===== config.mk =====
export PLATFORM = sky130hd
export DESIGN_NAME = pmf_core
export DESIGN_NICKNAME = d
export VERILOG_FILES = /design/src/pmf_pkg.sv /design/src/pmf_core.sv
export VERILOG_INCLUDE_DIRS = /design/src
export SDC_FILE = /design/constraint.sdc
export NUM_CORES = 1
export LEC_CHECK = 0
export BUFFER_PORTS_ARGS = -buffer_cell sky130_fd_sc_hd__clkbuf_2
export CORE_MARGIN = 2
export CORE_UTILIZATION = 25
export DETAILED_ROUTE_END_ITERATION = 10
export GPL_ROUTABILITY_DRIVEN = 0
export RECOVER_POWER = 100
export SETUP_SLACK_MARGIN = 0.05
export SLEW_MARGIN = 20
export SYNTH_ARGS = -nofsm -noshare
export SYNTH_HDL_FRONTEND = slang
export SYNTH_SLANG_ARGS = --single-unit
export TNS_END_PERCENT = 100

===== constraint.sdc =====
create_clock -name clock -period 6.9 [get_ports clock]
set_clock_uncertainty 0.15 [all_clocks]
set_input_delay 0.345 -clock clock [delete_from_list [all_inputs] [get_ports clock]]
set_output_delay 0.345 -clock clock [all_outputs]
set_load 0.01 [all_outputs]

===== src/pmf_params.svh =====
// constants of the phase/mode/fault control core
// assumes a 100 MHz block clock and a 32-bit register bus
`ifndef PMF_PARAMS_SVH
`define PMF_PARAMS_SVH
// ----------------------------------------
// timing
// ----------------------------------------
`define PMF_CLK_MHZ       100
`define PMF_OC_QUAL_US    120
`define PMF_QUAL_MS       1
`define PMF_WOC_MAX_US    2
`define PMF_OC_CYC        (`PMF_OC_QUAL_US * `PMF_CLK_MHZ)
`define PMF_MS_CYC        (`PMF_QUAL_MS * 1000 * `PMF_CLK_MHZ)
`define PMF_WOC_CYC       (`PMF_WOC_MAX_US * `PMF_CLK_MHZ)
`define PMF_QCNT_W        17
// ----------------------------------------
// slewing: dac unit 0.5 mV, 5 mV/us, code step 12.5 mV
// ----------------------------------------
`define PMF_DAC_UNIT_UV   500
`define PMF_SLEW_UV_US    5000
`define PMF_CODE_STEP_UV  12500
`define PMF_SLEW_DIV      (`PMF_CLK_MHZ * `PMF_DAC_UNIT_UV / `PMF_SLEW_UV_US)
`define PMF_CODE_STEP     (`PMF_CODE_STEP_UV / `PMF_DAC_UNIT_UV)
`define PMF_ZC_CYCLES     3'h4
// ----------------------------------------
// overcurrent table, 0.01 uA, band 7 .. band 0
// ----------------------------------------
`define PMF_OCT_1PH {16'd1800,16'd2070,16'd2270,16'd2000,16'd1800,16'd2070,16'd2270,16'd2000}
`define PMF_OCT_2PH {16'd4400,16'd4270,16'd3870,16'd3733,16'd3600,16'd4130,16'd4530,16'd4000}
`define PMF_OCT_3PH {16'd6600,16'd6400,16'd5800,16'd5600,16'd5400,16'd6200,16'd6800,16'd6000}
// ----------------------------------------
// register map
// ----------------------------------------
`define PMF_REG_CTRL      4'h0
`define PMF_REG_STATUS    4'h4
`define PMF_REG_THRESH    4'h8
`define PMF_REG_DAC       4'hc
`define PMF_CTRL_FAST_BIT 0
`define PMF_CTRL_RESET    32'h0000_0001
`endif


===== src/pmf_pkg.sv =====
// types of the phase/mode/fault control core
// assumes pmf_params.svh for all figures
package pmf_pkg;
   typedef enum logic [1:0] {
      PMF_CFG_1 = 2'b01,
      PMF_CFG_2 = 2'b10,
      PMF_CFG_3 = 2'b11
   } pmf_cfg_type;
   typedef enum logic [1:0] {
      PMF_OVA_IDLE  = 2'b00,
      PMF_OVA_CLAMP = 2'b01,
      PMF_OVA_OFF   = 2'b10
   } pmf_ova_type;
   typedef struct packed {
      logic [2:0] phase_en;
      logic       diode_em;
      logic [1:0] nphase;
   } pmf_mode_type;
   typedef struct packed {
      logic woc;
      logic ov1;
      logic uv;
      logic imb;
      logic oc;
   } pmf_fault_type;
endpackage


===== src/pmf_core.sv =====
// phase count, power state mode, slewing and fault supervision core
// assumes comparator results and straps arrive unsynchronised;
// registers reached over avalon-mm with waitrequest
//
// Contract
// - third phase pin strapped high selects two phases, pin 9 becomes feedback switch
// - third phase and second sense strapped high select one phase
// - mode from config and state inputs; state high, sleep low runs all
// - three-phase, both low: phases one and two, threshold two thirds
// - three-phase, sleep high: phase one diode emulation, threshold one third
// - two-phase, both low: phase one continuous, threshold one half
// - two-phase, sleep high: phase one diode emulation
// - one-phase ignores state input; sleep selects diode emulation
// - code change ramps at 5 mV/us, easing near target
// - diode emulation drives up, discontinuous after four zero crossings
// - diode emulation lets output decay on downward code change
// - fast dip of 20 mV issues an extra master clock
// - overcurrent declared after 120 us continuous excess
// - resistor band captured at start, held until enable or supply drops
// - way-overcurrent shuts pwm and power good within 2 us
// - sense imbalance over 9 mV for 1 ms latches fault
// - undervoltage 300 mV for 1 ms latches fault, pwm off
// - overvoltage 200 mV for 1 ms latches fault
// - faults drop power good, all switches off, cleared by enable or supply
// - above 1.55 V low sides on until below 0.85 V, repeats
// - absolute overvoltage armed when enabled, cleared by supply reset only
// - thermistor below 1.18 V pulls throttle low, nothing else
// - two-phase config closes feedback switch when two phases run
`timescale 1ns/1ps
`include "pmf_params.svh"
module pmf_core import pmf_pkg::*; #(
   parameter int OC_CYCLES = `PMF_OC_CYC,  // overcurrent qualification
   parameter int MS_CYCLES = `PMF_MS_CYC   // 1 ms qualification
) (
   input  wire logic        clock,               // 100 MHz
   input  wire logic        srst,                // sync reset
   input  wire logic        third_phase_strap,   // third phase pin held high
   input  wire logic        second_sense_strap,  // second sense held high
   input  wire logic        low_power_state_n,   // power state pin
   input  wire logic        deeper_sleep_request, // sleep pin
   input  wire logic        regulator_enable,    // enable above threshold
   input  wire logic        supply_ok,           // supply above por
   input  wire logic [6:0]  voltage_code,        // host code
   input  wire logic [2:0]  rcomp_band,          // resistor band, 0 none
   input  wire logic        oc_cmp,              // droop over threshold
   input  wire logic        woc_cmp,             // over 2.5x threshold
   input  wire logic        imb_cmp,             // sense spread over 9 mV
   input  wire logic        under_cmp,           // 300 mV under
   input  wire logic        ov1_cmp,             // 200 mV over
   input  wire logic        ova_hi_cmp,          // above 1.55 V
   input  wire logic        ova_lo_cmp,          // below 0.85 V
   input  wire logic        ntc_low_cmp,         // thermistor under 1.18 V
   input  wire logic        fast_dip_cmp,        // raw 20 mV under filtered
   input  wire logic        switch_cycle,        // toggles each cycle
   input  wire logic        zero_cross,          // current crossed zero
   input  wire logic [3:0]  address,             // avalon byte address
   input  wire logic        read,                // avalon read
   input  wire logic        write,               // avalon write
   input  wire logic [31:0] writedata,           // avalon write data
   output logic [31:0]      readdata,            // avalon read data
   output logic             waitrequest,         // avalon stall
   output logic [2:0]       phase_enable,        // phases switching
   output logic             diode_emulation,     // diode emulation mode
   output logic             discontinuous_conduction, // dcm
   output logic             drive_up,            // active up-slew in de
   output logic [11:0]      dac_level,           // reference, 0.5 mV
   output logic [15:0]      oc_threshold,        // 0.01 uA
   output logic [15:0]      woc_threshold,       // 0.01 uA
   output logic             aux_feedback_switch, // switch closed
   output logic             aux_feedback_track,  // node follows feedback
   output logic             extra_master_clock,  // one-cycle pulse
   output logic             pwm_tristate,        // all switches off
   output logic             low_side_force,      // low sides on
   output logic             power_good,          // power good
   output logic             thermal_throttle_n   // throttle, low active
);
   // ----------------------------------------
   // synchronisers
   // ----------------------------------------
   localparam int NS = 19;
   logic [NS-1:0] s1_q, s2_q;
   logic [NS-1:0] raw;
   assign raw = {voltage_code, third_phase_strap, second_sense_strap, low_power_state_n,
                 deeper_sleep_request, regulator_enable, supply_ok, oc_cmp, woc_cmp,
                 imb_cmp, under_cmp, ov1_cmp, ova_hi_cmp};
   logic [6:0] code_s;
   logic p3_s, i2_s, psi_s, dpr_s, en_s, por_s, oc_s, woc_s, imb_s, und_s, ov1_s, ovh_s;
   logic [5:0] e1_q, e2_q;
   logic ovl_s, ntc_s, dip_s, cyc_s, zc_s;
   always_ff @(posedge clock)
   begin
      s1_q <= raw;
      s2_q <= s1_q;
      e1_q <= {ova_lo_cmp, ntc_low_cmp, fast_dip_cmp, switch_cycle, zero_cross, 1'b0};
      e2_q <= e1_q;
   end
   assign {code_s, p3_s, i2_s, psi_s, dpr_s, en_s, por_s, oc_s, woc_s,
           imb_s, und_s, ov1_s, ovh_s} = s2_q;
   assign {ovl_s, ntc_s, dip_s, cyc_s, zc_s} = e2_q[5:1];
   // ----------------------------------------
   // start-up capture
   // ----------------------------------------
   logic        started_q;
   pmf_cfg_type cfg_q;
   logic [2:0]  band_q;
   logic        live;
   assign live = en_s & por_s;
   // band and straps held until enable or supply drops
   always_ff @(posedge clock)
   begin
      if (srst || !live)
      begin
         started_q <= 1'b0;
         cfg_q     <= PMF_CFG_3;
         band_q    <= 3'h0;
      end
      else if (!started_q)
      begin
         started_q <= 1'b1;
         band_q    <= rcomp_band_s();
         cfg_q     <= !p3_s ? PMF_CFG_3 : (i2_s ? PMF_CFG_1 : PMF_CFG_2);
      end
   end
   logic [2:0] band1_q, band2_q;
   always_ff @(posedge clock)
   begin
      band1_q <= rcomp_band;
      band2_q <= band1_q;
   end
   function automatic logic [2:0] rcomp_band_s();
      return band2_q;
   endfunction
   // ----------------------------------------
   // mode decode
   // ----------------------------------------
   function automatic pmf_mode_type mode_of(pmf_cfg_type c, logic psi, logic dpr);
      pmf_mode_type m;
      m = pmf_mode_type'{phase_en: 3'h1, diode_em: 1'b0, nphase: 2'h1};
      if (dpr)
         m.diode_em = 1'b1;
      else if (c == PMF_CFG_3)
         m = psi ? pmf_mode_type'{3'h7, 1'b0, 2'h3} : pmf_mode_type'{3'h3, 1'b0, 2'h2};
      else if (c == PMF_CFG_2 && psi)
         m = pmf_mode_type'{3'h3, 1'b0, 2'h2};
      return m;
   endfunction
   function automatic logic [15:0] oc_lim_of(logic [2:0] b, logic [1:0] n);
      logic [127:0] col;
      col = n == 2'h3 ? `PMF_OCT_3PH : (n == 2'h2 ? `PMF_OCT_2PH : `PMF_OCT_1PH);
      return col[{b, 4'h0} +: 16];
   endfunction
   pmf_mode_type mode;
   assign mode = mode_of(cfg_q, psi_s, dpr_s);
   logic [15:0] thr;
   assign thr = oc_lim_of(band_q, mode.nphase);
   always_ff @(posedge clock)
   begin
      oc_threshold  <= thr;
      woc_threshold <= 16'(({2'h0, thr} * 18'h5) >> 1);
   end
   // ----------------------------------------
   // qualified faults
   // ----------------------------------------
   function automatic logic [`PMF_QCNT_W-1:0] qlim(int i);
      return `PMF_QCNT_W'(i == 0 ? OC_CYCLES - 1 : MS_CYCLES - 1);
   endfunction
   pmf_fault_type flt_q;
   logic [3:0]    qcond, qhit;
   assign qcond = {ov1_s, und_s, imb_s, oc_s};
   genvar gi;
   generate
      for (gi = 0; gi < 4; gi++)
      begin : g_qual
         logic [`PMF_QCNT_W-1:0] cnt_q;
         always_ff @(posedge clock)
         begin
            if (srst || !started_q || !qcond[gi])
               cnt_q <= '0;
            else if (cnt_q != qlim(gi))
               cnt_q <= cnt_q + 1'b1;
         end
         assign qhit[gi] = qcond[gi] && cnt_q == qlim(gi);
      end
   endgenerate
   always_ff @(posedge clock)
   begin
      if (srst || !live)
         flt_q <= '0;
      else if (started_q)
         flt_q <= flt_q | {woc_s, qhit[3], qhit[2], qhit[1], qhit[0]};
   end
   // ----------------------------------------
   // absolute overvoltage
   // ----------------------------------------
   pmf_ova_type ova_q;
   logic        ova_flag_q;
   always_ff @(posedge clock)
   begin
      if (srst || !por_s)
      begin
         ova_q      <= PMF_OVA_IDLE;
         ova_flag_q <= 1'b0;
      end
      else
         case (ova_q)
            PMF_OVA_IDLE, PMF_OVA_OFF:
               if (en_s && ovh_s)
               begin
                  ova_q      <= PMF_OVA_CLAMP;
                  ova_flag_q <= 1'b1;
               end
            PMF_OVA_CLAMP:
               if (ovl_s)
                  ova_q <= PMF_OVA_OFF;
            default:
               ova_q <= PMF_OVA_IDLE;
         endcase
   end
   logic any_flt;
   assign any_flt = (|flt_q) | ova_flag_q;
   always_ff @(posedge clock)
   begin
      if (srst)
      begin
         power_good     <= 1'b0;
         pwm_tristate   <= 1'b1;
         low_side_force <= 1'b0;
         phase_enable   <= 3'h0;
      end
      else
      begin
         power_good     <= started_q && !any_flt;
         pwm_tristate   <= !started_q || any_flt;
         low_side_force <= ova_q == PMF_OVA_CLAMP;
         phase_enable   <= (started_q && !any_flt) ? mode.phase_en : 3'h0;
      end
   end
   always_ff @(posedge clock)
      thermal_throttle_n <= srst ? 1'b1 : !ntc_s;
   // ----------------------------------------
   // feedback switch
   // ----------------------------------------
   // closed while two phases run in the two-phase config only
   always_ff @(posedge clock)
   begin
      aux_feedback_switch <= !srst && cfg_q == PMF_CFG_2 && mode.nphase == 2'h2;
      aux_feedback_track  <= !srst && cfg_q == PMF_CFG_2;
   end
   // ----------------------------------------
   // reference slewing
   // ----------------------------------------
   logic [11:0] tgt;
   logic [4:0]  div_q;
   logic        near;
   assign tgt  = 12'(code_s * 12'(`PMF_CODE_STEP));
   assign near = (tgt > dac_level ? tgt - dac_level : dac_level - tgt) <= 12'(`PMF_CODE_STEP);
   always_ff @(posedge clock)
   begin
      if (srst || !started_q)
      begin
         dac_level <= 12'h000;
         div_q     <= 5'h00;
      end
      else if (mode.diode_em && tgt < dac_level)
         dac_level <= tgt;
      else if (div_q >= 5'(near ? 2 * `PMF_SLEW_DIV - 1 : `PMF_SLEW_DIV - 1))
      begin
         div_q <= 5'h00;
         if (tgt > dac_level)
            dac_level <= dac_level + 12'h001;
         else if (tgt < dac_level)
            dac_level <= dac_level - 12'h001;
      end
      else
         div_q <= div_q + 5'h01;
   end
   // ----------------------------------------
   // diode emulation and dcm
   // ----------------------------------------
   logic       cyc_d_q;
   logic [2:0] zc_q;
   always_ff @(posedge clock)
   begin
      cyc_d_q         <= cyc_s;
      diode_emulation <= !srst && mode.diode_em;
      // drive up then back to diode emulation
      drive_up        <= !srst && mode.diode_em && tgt > dac_level;
   end
   always_ff @(posedge clock)
   begin
      if (srst || !mode.diode_em || drive_up)
         zc_q <= 3'h0;
      else if (cyc_s != cyc_d_q)
         zc_q <= !zc_s ? 3'h0 : (zc_q == `PMF_ZC_CYCLES ? zc_q : zc_q + 3'h1);
   end
   always_ff @(posedge clock)
      discontinuous_conduction <= !srst && zc_q == `PMF_ZC_CYCLES;
   // ----------------------------------------
   // registers and fast clock
   // ----------------------------------------
   logic [31:0] ctrl_q;
   logic        dip_d_q;
   always_ff @(posedge clock)
   begin
      dip_d_q <= dip_s;
      extra_master_clock <= !srst && dip_s && !dip_d_q && ctrl_q[`PMF_CTRL_FAST_BIT]
                            && started_q && !any_flt;
   end
   always_ff @(posedge clock)
   begin
      if (srst)
         waitrequest <= 1'b1;
      else
         waitrequest <= !((read || write) && waitrequest);
   end
   always_ff @(posedge clock)
   begin
      if (srst)
         ctrl_q <= `PMF_CTRL_RESET;
      else if (write && !waitrequest && address == `PMF_REG_CTRL)
         ctrl_q <= writedata;
   end
   always_ff @(posedge clock)
   begin
      if (srst)
         readdata <= 32'h0;
      else if (read && waitrequest)
         case (address)
            `PMF_REG_CTRL:   readdata <= ctrl_q;
            `PMF_REG_STATUS: readdata <= {12'h0, band_q, cfg_q, ova_q, ova_flag_q, flt_q,
                                          power_good, mode};
            `PMF_REG_THRESH: readdata <= {woc_threshold, oc_threshold};
            `PMF_REG_DAC:    readdata <= {20'h0, dac_level};
            default:         readdata <= 32'h0;
         endcase
   end
endmodule


==> results.json <==
{
  "ys_top_cells_by_area": "dfxtp_1, ha_1, nor2_1, nand2_1, a21oi_1",
  "critPathMaxFanout": 11,
  "antenna_found_initial": 1,
  "hold_end": "readdata[4]$_SDFFE_PP0P_",
  "die_w_um": 227,
  "max_stage_delay_ns": 0.54,
  "netlist-cell-type-count": 75,
  "first_iter_violations": 706,
  "failed_checks": "capacitance limit, slew limit",
  "cp.required_ns": 7.20,
  "dp_hpwl_um": 26100,
  "drive_gt1_frac": 0.0941,
  "syn_area_per_cell_um2": 8.96,
  "slew_headroom": -0.221,
  "p_leak_nw": 5.95,
  "startpoint_type": "flop",
  "crit_slowest_cell": "fa_1",
  "ant_nets": 0,
  "netlist.area_leader.share": 0.424,
  "hold_start": "address[0]",
  "yosysSeqAreaShare": 0.424,
  "rows": 81,
  "final_util": 0.315,
  "setup_viol": 0,
  "tightest_slew_ns": 1.83,
  "min_period_over_period": 0.958,
  "grt_pass1_wl_um": 54000,
  "timing.rr.end": "dac_level[8]$_SDFFE_PP0P_",
  "power_switching_mw": 1.27,
  "finalWirelength_um": 35100,
  "tns_ns": 0,
  "io_buffers": 152,
  "dr.pass1.iters": 5,
  "yosys_most_used_dff": "dfxtp_1",
  "ys_ff_latch": 263,
  "synth.cell_area_um2": 12400,
  "die_y_um": 227,
  "grt_usage": 0.132,
  "viasPerCell": 4.64,
  "core_area_um2": 49000,
  "cp-end-kind": "flop",
  "drc": 0,
  "num_vias": 10500,
  "tritoncts": "done",
  "clkSinkCount": 263,
  "crit_type": "reg2reg",
  "finalCriticalPeriod_ns": 6.61,
  "synthCells": 1385,
  "drv_cap": 5,
  "clock_path_buffers": 3,
  "worst_skew_pair.late_latency_ns": 0.57,
  "yosys_warnings": 0,
  "ios": 157,
  "combPwrFrac": 0.232,
  "grt_max_degree": 38,
  "wl_per_cell_um": 15.5,
  "grt-ovfl-total": 0,
  "crit_top_cell": "ha_1",
  "numCtsBuffers": 30,
  "die_area_um2": 51400,
  "r2r_start": "s2_q[14]$_DFF_P_",
  "clockPowerShare": 0.381,
  "yosysTopAreaCell": "dfxtp_1",
  "nets": 1753,
  "cp_data_arrival_time_ns": 6.90,
  "clk_pin_slew_ns": 0.06,
  "htree_levels": 1,
  "synth_edf_count": 0,
  "slew_viol_final": 169,
  "whs_path_depth": 4,
  "reg2regPathDepth": 28,
  "start_util": 0.253,
  "finalHoldViolations": 0,
  "status": "complete, but fails checks",
  "grt_pass1_vias": 10100,
  "n_antenna_cell": 0,
  "hold_class": "in2reg",
  "maxClockFrequency_ghz": 0.151,
  "root_buffer": "clkbuf_16",
  "area_growth_syn_to_layout_pct": 24.2,
  "seqPwrFrac": 0.387,
  "ir_drop_mv": 0.180,
  "p_per_area_nw_per_um2": 276,
  "switching_share": 0.299,
  "internal_power_mw": 2.98,
  "ys_async_sr_fraction": 0,
  "reg2reg_slack_ns": 0.29
}
[critical path: cells and delay by family (launching register included)]
family	cells	cell delay, ns
flip-flops	1	0.34
buffers and inverters	2	0.27
AND/OR/NAND/NOR	6	1.35
AO/OA/AOI/OAI	13	2.22
adder cells (fa/ha/maj)	6	1.99
XOR/XNOR	1	0.18
[cells in the mapped netlist, types with 11 or more instances]
library cell,n
a211oi_1,11
ha_1,95
or3_1,20
nand2_1,152
a22oi_1,14
xor2_1,55
nor2b_1,17
and3_1,11
a221oi_1,16
o21ai_0,59
mux2i_1,25
clkbuf_1,47
a21o_1,12
nand3_1,34
a21oi_1,105
nand4_1,23
nor3_1,33
inv_1,52
nor2_1,162
dfxtp_1,263
xnor2_1,36
[what timing repair did]
item                                   4_1_cts  5_1_grt
buffers inserted                             0        0
hold buffers                                61        0
gates resized for setup                      1       12
setup endpoints to repair                    9       15
cloned                                       0        1
pin swaps                                    0       10
endpoints found under the hold margin       60        0
[per-layer routing]
layer	track usage	routed length, um	vias to the layer above
met3	0.0209	1850	69
li1	-	-	5219
met5	0	13	-
met1	0.179	16600	4945
met4	0.0429	1000	2
met2	0.212	15700	294
[worst max path at each step]
stage | to | from | depth (start not counted)
2_1_floorplan | dac_level[2]$_SDFFE_PP0P_ | s2_q[14]$_DFF_P_ | 28
3_3_place_gp | dac_level[0]$_SDFFE_PP0P_ | s2_q[14]$_DFF_P_ | 28
3_5_place_dp | dac_level[0]$_SDFFE_PP0P_ | s2_q[14]$_DFF_P_ | 27
4_1_cts | dac_level[0]$_SDFFE_PP0P_ | s2_q[14]$_DFF_P_ | 28
5_1_grt | dac_level[0]$_SDFFE_PP0P_ | s2_q[13]$_DFF_P_ | 30
6_report | dac_level[8]$_SDFFE_PP0P_ | s2_q[14]$_DFF_P_ | 28
[per-stage QoR]
step | worst slack, ns | power [mW] | instance area (um^2) | hold WS, ns | cells
6_report | 0.292 | 4.25 | 15400 | 0.132 | 2269
5_1_grt | -0.0391 | 4.46 | 15400 | 0.176 | 2269
4_1_cts | 0.0603 | 4.29 | 15500 | 0.104 | 2268
3_5_place_dp | 0.0427 | 2.62 | 13900 | 0.162 | 2155
3_3_place_gp | 0.171 | 2.60 | 13900 | 0.161 | 2155
2_1_floorplan | 0.185 | 2.35 | 12400 | 0.160 | 1388
[layout by cell type (no fill, tap or decap), types with 5 or more instances in the layout]
master / count
nor2b_1: 17
nor2_1: 162
ha_1: 93
xnor2_1: 35
nor3_1: 33
clkbuf_1: 102
nand4_1: 23
and3_1: 11
and2_1: 5
nor4_1: 5
clkbuf_8: 5
a211oi_1: 10
dfxtp_1: 262
dlygate4sd3_1: 61
o21a_1: 6
nand2b_1: 6
clkbuf_2: 60
or3_1: 20
o21ai_0: 59
a21o_1: 12
and4_1: 6
o211ai_1: 8
mux4_2: 9
nand3_1: 34
a22oi_1: 14
buf_4: 9
nor3b_1: 7
a21oi_1: 102
xor2_1: 54
a31oi_1: 7
mux2i_1: 25
nand2_1: 152
fa_1: 6
clkbuf_16: 31
inv_1: 52
a221oi_1: 16
[sequential cells by signal (all words and copies together) (netlist names), 2 cells and up]
signal,flops
readdata,32
zc_q,3
band_q,3
div_q,5
woc_threshold,15
s2_q,19
e1_q,5
g_qual.cnt_q,68
s1_q,19
oc_threshold,12
band2_q,3
ctrl_q,32
ova_q,2
band1_q,3
flt_q,5
cfg_q,2
phase_enable,3
e2_q,5
dac_level,12
[final cells by class]
type	instances	area, um^2
Clock buffer	42	867
Clock inverter	10	138
Fill cell	5120	33500
Inverter	53	201
Multi-Input combinational cell	1009	6750
Sequential cell	263	5270
Tap cell	664	831
Timing Repair Buffer	228	1360
[power groups by stage]
stage               sequential (mW)  combinational, mW  clock (mW)
floorplan                      1.67              0.676           0
global placement               1.68              0.917           0
detailed placement             1.68              0.939           0
CTS                            1.65              0.975        1.66
global route                   1.65               1.09        1.72
finish                         1.65              0.986        1.62
[cell families after synthesis]
| logic type | synth area share |
|---|---|
| flip-flops | 0.424 |
| multiplexers | 0.0383 |
| AO/OA/AOI/OAI | 0.134 |
| XOR/XNOR | 0.0642 |
| AND/OR/NAND/NOR | 0.196 |
| other | 0.000302 |
| buffers and inverters | 0.0374 |
| adder cells (fa/ha/maj) | 0.105 |
Power figures use the tool's default switching activity.
